<file path="config.mk">
export PLATFORM = sky130hd
export DESIGN_NAME = ucr_responder
export DESIGN_NICKNAME = d
export VERILOG_FILES = /design/src/ucr_pkg.sv /design/src/ucr_responder.sv
export SDC_FILE = /design/constraint.sdc
export NUM_CORES = 1
export LEC_CHECK = 0
export ABC_AREA = 1
export ABC_CLOCK_PERIOD_IN_PS = 3100
export BUFFER_PORTS_ARGS = -buffer_cell sky130_fd_sc_hd__buf_4
export CAP_MARGIN = 10
export CORE_MARGIN = 1
export CORE_UTILIZATION = 55
export CTS_BUF_LIST = sky130_fd_sc_hd__clkbuf_8
export DETAILED_ROUTE_END_ITERATION = 8
export PLACE_DENSITY = 0.71
export REMOVE_ABC_BUFFERS = 1
export SYNTH_ARGS = -nofsm -noshare
export SYNTH_HDL_FRONTEND = slang
export SYNTH_SLANG_ARGS = --single-unit
</file>
<file path="constraint.sdc">
create_clock -name i_sys_clk -period 3.1 [get_ports i_sys_clk]
set_input_delay 0.62 -clock i_sys_clk [delete_from_list [all_inputs] [get_ports i_sys_clk]]
set_output_delay 0.62 -clock i_sys_clk [all_outputs]
set_load 0.1 [all_outputs]
</file>
<file path="src/ucr_pkg.sv">
package ucr_pkg;
  // Link timing
  localparam int unsigned CLK_HZ      = 25_000_000;
  localparam int unsigned BAUD_BPS    = 9600;
  localparam int unsigned DATA_BITS   = 8;
  localparam int unsigned MSG_LEN     = 4;
  localparam int unsigned CNT_W       = 16;

  // Character codes
  localparam logic [7:0] CH_UP_T = 8'h54;
  localparam logic [7:0] CH_LO_T = 8'h74;
  localparam logic [7:0] CH_UP_O = 8'h4F;
  localparam logic [7:0] CH_UP_K = 8'h4B;
  localparam logic [7:0] CH_LO_O = 8'h6F;
  localparam logic [7:0] CH_LO_K = 8'h6B;
  localparam logic [7:0] CH_UP_U = 8'h55;
  localparam logic [7:0] CH_UP_C = 8'h43;
  localparam logic [7:0] CH_UP_P = 8'h50;
  localparam logic [7:0] CH_UP_F = 8'h46;
  localparam logic [7:0] CH_UP_E = 8'h45;
  localparam logic [7:0] CH_CR   = 8'h0D;
  localparam logic [7:0] CH_LF   = 8'h0A;
  localparam logic [7:0] CH_IDLE = 8'hFF;

  // Response selector
  typedef enum logic [2:0] {
    MSG_OK_UP = 3'h0,
    MSG_OK_LO = 3'h1,
    MSG_UC    = 3'h2,
    MSG_PE    = 3'h3,
    MSG_FE    = 3'h4,
    MSG_OE    = 3'h5
  } ucr_msg_t;

  // Frame state, shared by both directions
  typedef enum logic [4:0] {
    FR_IDLE  = 5'b0_0001,
    FR_START = 5'b0_0010,
    FR_DATA  = 5'b0_0100,
    FR_PAR   = 5'b0_1000,
    FR_STOP  = 5'b1_0000
  } ucr_frame_t;

  typedef struct packed {
    logic rx_done_event;
    logic tx_done_event;
    logic rx_error_event;
  } ucr_event_t;
endpackage

</file>
<file path="src/ucr_responder.sv">
`timescale 1ns/1ns
module ucr_responder import ucr_pkg::*; #(
  parameter int unsigned P_CLK_HZ = CLK_HZ,
  parameter int unsigned P_BAUD   = BAUD_BPS
) (
  // Clock and reset
  input  wire logic       i_sys_clk,
  input  wire logic       i_rst,
  // Serial link
  input  wire logic       i_serial_rx_line,
  output logic            o_serial_tx_line,
  // Events and status
  output ucr_event_t      o_events,
  output logic            o_busy
);
  localparam int unsigned BIT_CYC  = P_CLK_HZ / P_BAUD;
  localparam int unsigned HALF_CYC = BIT_CYC / 2;
  localparam logic [CNT_W-1:0] BIT_LD  = CNT_W'(BIT_CYC - 1);
  localparam logic [CNT_W-1:0] HALF_LD = CNT_W'(HALF_CYC - 1);
  localparam logic [2:0] LAST_BIT = 3'(DATA_BITS - 1);
  localparam logic [1:0] LAST_CH  = 2'(MSG_LEN - 1);

  if (BIT_CYC < 4 || BIT_CYC >= (1 << CNT_W)) begin : g_chk
    $error("Clock to bit rate ratio out of range");
  end

  // Receiver
  ucr_frame_t       rx_st_reg;
  logic [CNT_W-1:0] rx_cnt_reg;
  logic [2:0]       rx_bit_reg;
  logic [7:0]       rx_sh_reg;
  logic             rx_par_reg;
  logic             rx_fin_reg;
  logic             rx_pe_reg;
  logic             rx_fe_reg;
  logic [7:0]       rx_data_reg;
  wire              rx_line  = i_serial_rx_line;
  wire              rx_tick  = (rx_cnt_reg == '0);
  wire              rx_err   = rx_fe_reg | rx_pe_reg;

  always_ff @(posedge i_sys_clk or posedge i_rst) begin
    if (i_rst) begin
      rx_st_reg   <= FR_IDLE;
      rx_cnt_reg  <= '0;
      rx_bit_reg  <= '0;
      rx_sh_reg   <= '0;
      rx_par_reg  <= 1'b0;
      rx_fin_reg  <= 1'b0;
      rx_pe_reg   <= 1'b0;
      rx_fe_reg   <= 1'b0;
      rx_data_reg <= '0;
    end else begin
      rx_fin_reg <= 1'b0;
      rx_cnt_reg <= rx_tick ? BIT_LD : rx_cnt_reg - 1'b1;
      case (rx_st_reg)
        FR_IDLE: if (!rx_line) begin
          rx_st_reg  <= FR_START;
          rx_cnt_reg <= HALF_LD;
        end
        FR_START: if (rx_tick) begin
          // Glitch shorter than half a bit is dropped
          rx_st_reg  <= rx_line ? FR_IDLE : FR_DATA;
          rx_bit_reg <= '0;
        end
        FR_DATA: if (rx_tick) begin
          rx_sh_reg  <= {rx_line, rx_sh_reg[7:1]};
          rx_bit_reg <= rx_bit_reg + 1'b1;
          if (rx_bit_reg == LAST_BIT) rx_st_reg <= FR_PAR;
        end
        FR_PAR: if (rx_tick) begin
          rx_par_reg <= rx_line;
          rx_st_reg  <= FR_STOP;
        end
        FR_STOP: if (rx_tick) begin
          // Finish mid stop bit to resync on the next edge early
          rx_st_reg   <= FR_IDLE;
          rx_fin_reg  <= 1'b1;
          rx_data_reg <= rx_sh_reg;
          rx_pe_reg   <= ^{rx_sh_reg, rx_par_reg};
          rx_fe_reg   <= !rx_line;
        end
        default: rx_st_reg <= FR_IDLE;
      endcase
    end
  end

  // Responder
  logic       active_reg;
  logic       ovr_reg;
  logic       launch_reg;
  ucr_msg_t   msg_reg;
  logic [1:0] idx_reg;
  logic       tx_done;
  ucr_msg_t   rx_msg;
  logic [7:0] tx_char;

  assign rx_msg = rx_fe_reg ? MSG_FE :
                  rx_pe_reg ? MSG_PE :
                  (rx_data_reg == CH_UP_T) ? MSG_OK_UP :
                  (rx_data_reg == CH_LO_T) ? MSG_OK_LO : MSG_UC;

  function automatic logic [7:0] head_char(input ucr_msg_t m, input logic second);
    logic [7:0] c;
    c = CH_IDLE;
    case (m)
      MSG_OK_UP: c = second ? CH_UP_K : CH_UP_O;
      MSG_OK_LO: c = second ? CH_LO_K : CH_LO_O;
      MSG_UC:    c = second ? CH_UP_C : CH_UP_U;
      MSG_PE:    c = second ? CH_UP_E : CH_UP_P;
      MSG_FE:    c = second ? CH_UP_E : CH_UP_F;
      MSG_OE:    c = second ? CH_UP_E : CH_UP_O;
      default:   c = CH_IDLE;
    endcase
    return c;
  endfunction

  assign tx_char = idx_reg[1] ? (idx_reg[0] ? CH_LF : CH_CR) : head_char(msg_reg, idx_reg[0]);

  wire last_done = tx_done && (idx_reg == LAST_CH);
  // A frame landing with the last stop bit is answered by OE at once
  wire ovr_now   = ovr_reg | (active_reg & rx_fin_reg);

  always_ff @(posedge i_sys_clk or posedge i_rst) begin
    if (i_rst) begin
      active_reg <= 1'b0;
      ovr_reg    <= 1'b0;
      launch_reg <= 1'b0;
      msg_reg    <= MSG_UC;
      idx_reg    <= '0;
    end else begin
      launch_reg <= 1'b0;
      if (!active_reg && rx_fin_reg) begin
        active_reg <= 1'b1;
        msg_reg    <= rx_msg;
        idx_reg    <= '0;
        launch_reg <= 1'b1;
      end else if (tx_done) begin
        launch_reg <= 1'b1;
        idx_reg    <= idx_reg + 1'b1;
        if (idx_reg == LAST_CH) begin
          if (ovr_now) begin
            msg_reg <= MSG_OE;
          end else begin
            active_reg <= 1'b0;
            launch_reg <= 1'b0;
          end
        end
      end
      // Overrun at the last stop is consumed now, else a stale flag outlives busy
      if (active_reg && rx_fin_reg && !last_done) ovr_reg <= 1'b1;
      else if (last_done) ovr_reg <= 1'b0;
    end
  end

  // Transmitter
  ucr_frame_t       tx_st_reg;
  logic [CNT_W-1:0] tx_cnt_reg;
  logic [2:0]       tx_bit_reg;
  logic [7:0]       tx_sh_reg;
  logic             tx_par_reg;
  logic             tx_line_reg;
  logic             tx_done_reg;
  wire              tx_tick = (tx_cnt_reg == '0);

  always_ff @(posedge i_sys_clk or posedge i_rst) begin
    if (i_rst) begin
      tx_st_reg   <= FR_IDLE;
      tx_cnt_reg  <= '0;
      tx_bit_reg  <= '0;
      tx_sh_reg   <= '0;
      tx_par_reg  <= 1'b0;
      tx_line_reg <= 1'b1;
      tx_done_reg <= 1'b0;
    end else begin
      tx_done_reg <= 1'b0;
      tx_cnt_reg  <= tx_tick ? BIT_LD : tx_cnt_reg - 1'b1;
      case (tx_st_reg)
        FR_IDLE: begin
          tx_line_reg <= 1'b1;
          if (launch_reg) begin
            tx_st_reg   <= FR_START;
            tx_cnt_reg  <= BIT_LD;
            tx_line_reg <= 1'b0;
            tx_sh_reg   <= tx_char;
            tx_par_reg  <= ^tx_char;
            tx_bit_reg  <= '0;
          end
        end
        FR_START: if (tx_tick) begin
          tx_st_reg   <= FR_DATA;
          tx_line_reg <= tx_sh_reg[0];
          tx_sh_reg   <= {1'b0, tx_sh_reg[7:1]};
        end
        FR_DATA: if (tx_tick) begin
          tx_bit_reg <= tx_bit_reg + 1'b1;
          if (tx_bit_reg == LAST_BIT) begin
            tx_st_reg   <= FR_PAR;
            tx_line_reg <= tx_par_reg;
          end else begin
            tx_line_reg <= tx_sh_reg[0];
            tx_sh_reg   <= {1'b0, tx_sh_reg[7:1]};
          end
        end
        FR_PAR: if (tx_tick) begin
          tx_st_reg   <= FR_STOP;
          tx_line_reg <= 1'b1;
        end
        FR_STOP: if (tx_tick) begin
          tx_st_reg   <= FR_IDLE;
          tx_done_reg <= 1'b1;
        end
        default: tx_st_reg <= FR_IDLE;
      endcase
    end
  end

  assign tx_done          = tx_done_reg;
  assign o_serial_tx_line = tx_line_reg;
  assign o_busy           = active_reg;
  assign o_events         = '{rx_done_event:  rx_fin_reg & !rx_err,
                              tx_done_event:  tx_done_reg,
                              rx_error_event: rx_fin_reg & rx_err};
endmodule // ucr_responder

</file>
## Word level (Yosys, flattened, before mapping)

Cells that the tools add are included.

| operators by class | value |
|---|---|
| reduce and logical (&&, ||, !) cells | 33 |
| add/subtract/negate cells | 5 |
| eq/ne operators | 34 |
| bitwise operators | 5 |
| muxes and demuxes | 71 |

Operators by type and width:

| operator | count |
|---|---|
| 2-to-1 mux 16 bit | 6 |
| 2-to-1 mux 5 bit | 14 |
| case mux 5 bit (5 select lines) | 2 |
| case mux 8 bit (6 select lines) | 1 |
| 2-to-1 mux 8 bit | 5 |
| 2-to-1 mux 3 bit | 13 |
| zero test 16 bit | 2 |
| subtractor 16 x 1 -> 16 bit (second input constant) | 2 |
| != test 2 bit (second input constant) | 13 |
| case mux 8 bit (3 select lines) | 1 |
| 2-to-1 mux 1 bit | 19 |
| equality test 8 x 7 -> 1 bit (second input constant) | 2 |
| equality test 3 bit (second input constant) | 4 |
| 2-to-1 mux 2 bit | 6 |
| case mux 3 bit (2 select lines) | 2 |
| AND reduction 3 bit | 4 |
| AND reduction 6 bit | 2 |
| nonzero test 2 bit | 6 |
| equality test 5 x 1 -> 1 bit (second input constant) | 2 |
| equality test 5 x 2 -> 1 bit (second input constant) | 2 |
| equality test 5 x 3 -> 1 bit (second input constant) | 2 |
| equality test 5 x 4 -> 1 bit (second input constant) | 2 |
| equality test 5 bit (second input constant) | 2 |
| parity 9 bit | 1 |
| other kinds (19) | 33 |

| storage, ports and cells | value |
|---|---|
| flip-flop bits (word level) | 87 |
| output and inout port bits | 5 |
| logic and storage cells | 169 |
| bits of input ports | 3 |

## Logic depth before layout (Yosys ltp)

| logic depth | value |
|---|---|
| depth after elaboration | 6 |
| depth in mapped cells | 13 |

## Worst setup path after synthesis

No wires, ideal clock.

| timing | value |
|---|---|
| path kind | flip-flop to output port |
| from | register rx_pe_reg |
| to | output o_events[2] in the netlist's numbering |
| arrival time | 2.479 ns |
| path buffers | 0 |
| slack | 0.001 ns |
| cell stages (with the launch flop) | 2 |
| cells stage by stage | dfrtp_1 -> nor3_1 |

RTL lines:

| what | line | source |
|---|---|---|
| start, declared | ucr_responder.sv:34 | `logic rx_pe_reg;` |
| start signal, assigned | ucr_responder.sv:79 | `rx_pe_reg <= ^{rx_sh_reg, rx_par_reg};` |
| end, declared | ucr_responder.sv:13 | `output ucr_event_t o_events,` |

## Final worst setup path

| timing | value |
|---|---|
| from | register tx_st_reg[2] |
| to | register tx_line_reg (netlist: o_serial_tx_line) |

| on the way | value |
|---|---|
| word-level cells in the longest chain between the ends | 3 |
| elaborated cells on any way between the ends | 10 |
| classes of those cells | eq/ne (7); mux (1); reduce/logical (2) |

RTL lines:

| what | line | source |
|---|---|---|
| start, declared | ucr_responder.sv:156 | `ucr_frame_t tx_st_reg;` |
| start signal, assigned | ucr_responder.sv:167 | `tx_st_reg <= FR_IDLE;` |
| start signal, assigned | ucr_responder.sv:181 | `tx_st_reg <= FR_START;` |
| start signal, assigned | ucr_responder.sv:190 | `tx_st_reg <= FR_DATA;` |
| equality test 5 x 4 -> 1 bit, or another cell as far along | ucr_responder.sv:177 | `case (tx_st_reg)` |
| nonzero test 4 bit (no line) or != test 2 bit (tied branches) | -- |  |
| AND reduction 4 bit (no line) | -- |  |
| end signal, assigned | ucr_responder.sv:191 | `tx_line_reg <= tx_sh_reg[0];` |
| end signal, assigned | ucr_responder.sv:198 | `tx_line_reg <= tx_par_reg;` |
| end signal, assigned | ucr_responder.sv:200 | `tx_line_reg <= tx_sh_reg[0];` |
| end, declared | ucr_responder.sv:161 | `logic tx_line_reg;` |

Parallel ways exist; a longest one is shown, timed or not.
A chain may end at the register's enable or synchronous reset.

==> out/summary.txt <==
Status - complete, no violations
CTS tree - yes
RSZ-0062 raised after global routing - no
Synth Instances - 596
Synth Cell Area - 0.00466 mm^2
DR iter-0 viols - 178
# IOs - 8
Crit Path Max Fanout - 13
Hold-fix buffers, CTS - 0
Hold Worst Slack - 0.231 ns
First-pass GRT wire length - 15300 um
Core ar. - 0.00822 mm^2
Clk root buf - clkbuf_8
Max cap viols - 0
CP dominant cell by count - nand2_1
Total Power - 2.41 mW
Initial core utilization - 0.567
Vias per std cell - 5.17
Die H - 94.1 um
Commonest non-fill, non-tap cell in the layout - nand2_1
Pleak - 2.55 nW
Min Tclk post-route - 1.94 ns
DRT Pass-1 Iters - 4
Tot GR Track Use - 0.218
DR WL/cell - 12.1 um
HP Class - in2async
Slew HR - 0.698
Row cnt - 33
Post-CTS setup buffer count - 0
N_diodes - 0
Fin area - 0.00499 mm^2
Yosys synthesis warning count - 0
Post-DRT Antenna Nets - 0
Clock sink count - 87
Distinct cells, synth - 39
Pwr/cell area - 484 mW/mm^2
Die area - 0.00885 mm^2
Clock slew at reported path FFs - 0.09 ns
Critical-path cell list - nor2_1 > nand3_1 > nand2_1 > inv_1 > nand2_1 > nor2_1 > a21oi_1 > inv_1 > nand2_1 > nand2_1
Largest net degree at the start of global routing - 38
GP Congestion - 0.871
Area Growth Syn to Fin - 7.06%
Yosys top cell by area - dfrtp_1
Max Clock Freq - 0.516 GHz
Total number of vias - 3725
CP endpoint kind - flop
Vias in the first global route - 3502
Worst-Skew Late Latency - 0.35 ns
Syn_area_per_cell - 7.82 um^2
Final Max Slew Viols - 0
Final period util - 0.625
CTS Buf Count - 9
Crit path required time - 3.38 ns
Initial antenna violation count - 0
Synth top area cells - dfrtp_1, nand2_1, nor2_1
Drt drc - 0
Port bufs - 7
Global route overflow - 0
Critical path type - reg2reg
Post-DP HPWL - 6380 um
Fin Clk Skew - 0.00872 ns
Worst path slowest cell - dfrtp_1
Worst VDD drop - 0.334 mV
Final hold violations - 0
Maximum clock path buffer count - 2
Startpoint type of the worst setup path - flop
DP Cell Count - 704
Fin nets - 621
Crit path arrival time - 2.22 ns
Slew @ Worst Pin - 0.453 ns
Detailed Route WL - 8700 um
Final setup viols - 0
H-tree Lvls - 3
PostCTS Resize Cnt - 0
Synthesis-stage register bit count - 87
Most frequent cells in the layout - nand2_1, dfrtp_1, nor2_1
Register area share after synthesis - 0.468
Share of layout cells above drive strength 1 - 0.115
Layout Cells excl Fill - 720
Die W - 94.1 um
Critical path's largest stage delay - 0.43 ns
Final setup TNS - 0 ns
Area post-placement - 0.00482 mm^2
Area share of the largest cell type after synthesis - 0.446
-- cell type report --
type,instances,area (um^2)
sequential,87,2180
inverter,84,320
fill,721,3230
clock buffer,9,124
tap,105,131
multi-input combinational,419,2110
clock inverter,7,50.0
timing repair buffer,9,67.6
-- Yosys cell counts, drive strengths merged --
cell type  count
nand2        149
nor2          92
dfrtp         83
inv           81
o21ai         51
nand3         38
a21oi         20
nand4         12
nor3          11
xor2          10
ha             8
xnor2          8
buf            6
a31oi          5
dfstp          4
or2            4
clkinv         3
nor4           3
o31ai          3
o22ai          2
and3           1
nand3b         1
o2111ai        1
-- layer usage --
layer	GRT usage	share of wire
met1	0.293	0.49
met2	0.362	0.47
met3	0.0332	0.029
met4	0.0731	0.012
met5	0	0
-- cells by family (layout without fill, tap and decap cells) --
kind of cell	after synthesis	after routing	synth area share
simple gates	311	311	0.294
buf+inv	90	109	0.0781
flops	87	87	0.468
compound gates	82	82	0.104
xor+xnor	18	18	0.0338
fa+ha+maj	8	8	0.0215
-- worst max-delay path: cells and delay by family (launching register included) --
kind | cells | cell delay (ns)
compound gates | 1 | 0.18
buf+inv | 2 | 0.21
flops | 1 | 0.43
simple gates | 7 | 1.07
-- worst paths after layout --
kind                                          start  slack (ns)  depth (start not counted)                      endpoint
setup reg to reg           tx_st_reg[2]$_DFFE_PP0P_        1.16                         10  o_serial_tx_line$_DFFE_PP1P_
min in group i_sys_clk      tx_cnt_reg[0]$_DFF_PP0_        0.44                          1       tx_cnt_reg[0]$_DFF_PP0_
setup / recovery           tx_st_reg[2]$_DFFE_PP0P_        1.16                         10  o_serial_tx_line$_DFFE_PP1P_
hold / removal                                i_rst        0.23                          2      tx_sh_reg[3]$_DFFE_PP0P_
hold reg to reg             tx_cnt_reg[0]$_DFF_PP0_        0.44                          1       tx_cnt_reg[0]$_DFF_PP0_
max in group asynchronous                     i_rst        2.07                          3      rx_st_reg[0]$_DFFE_PP1P_
-- per-stage QoR --
step | worst slack [ns] | util
floorplan | 0.000729 | -
global placement | 1.25 | 0.586
detailed placement | 1.19 | 0.586
CTS | 1.17 | 0.607
global route | 0.872 | 0.607
finish | 1.16 | 0.607
-- where the power goes --
group | leakage, nW | total, mW | internal (mW) | switching (mW)
sequential | 1.11 | 1.30 | 1.22 | 0.0769
clock | 0.0812 | 0.699 | 0.291 | 0.409
combinational | 1.35 | 0.417 | 0.142 | 0.276
No activity file was read; power rests on OpenSTA's default activity.
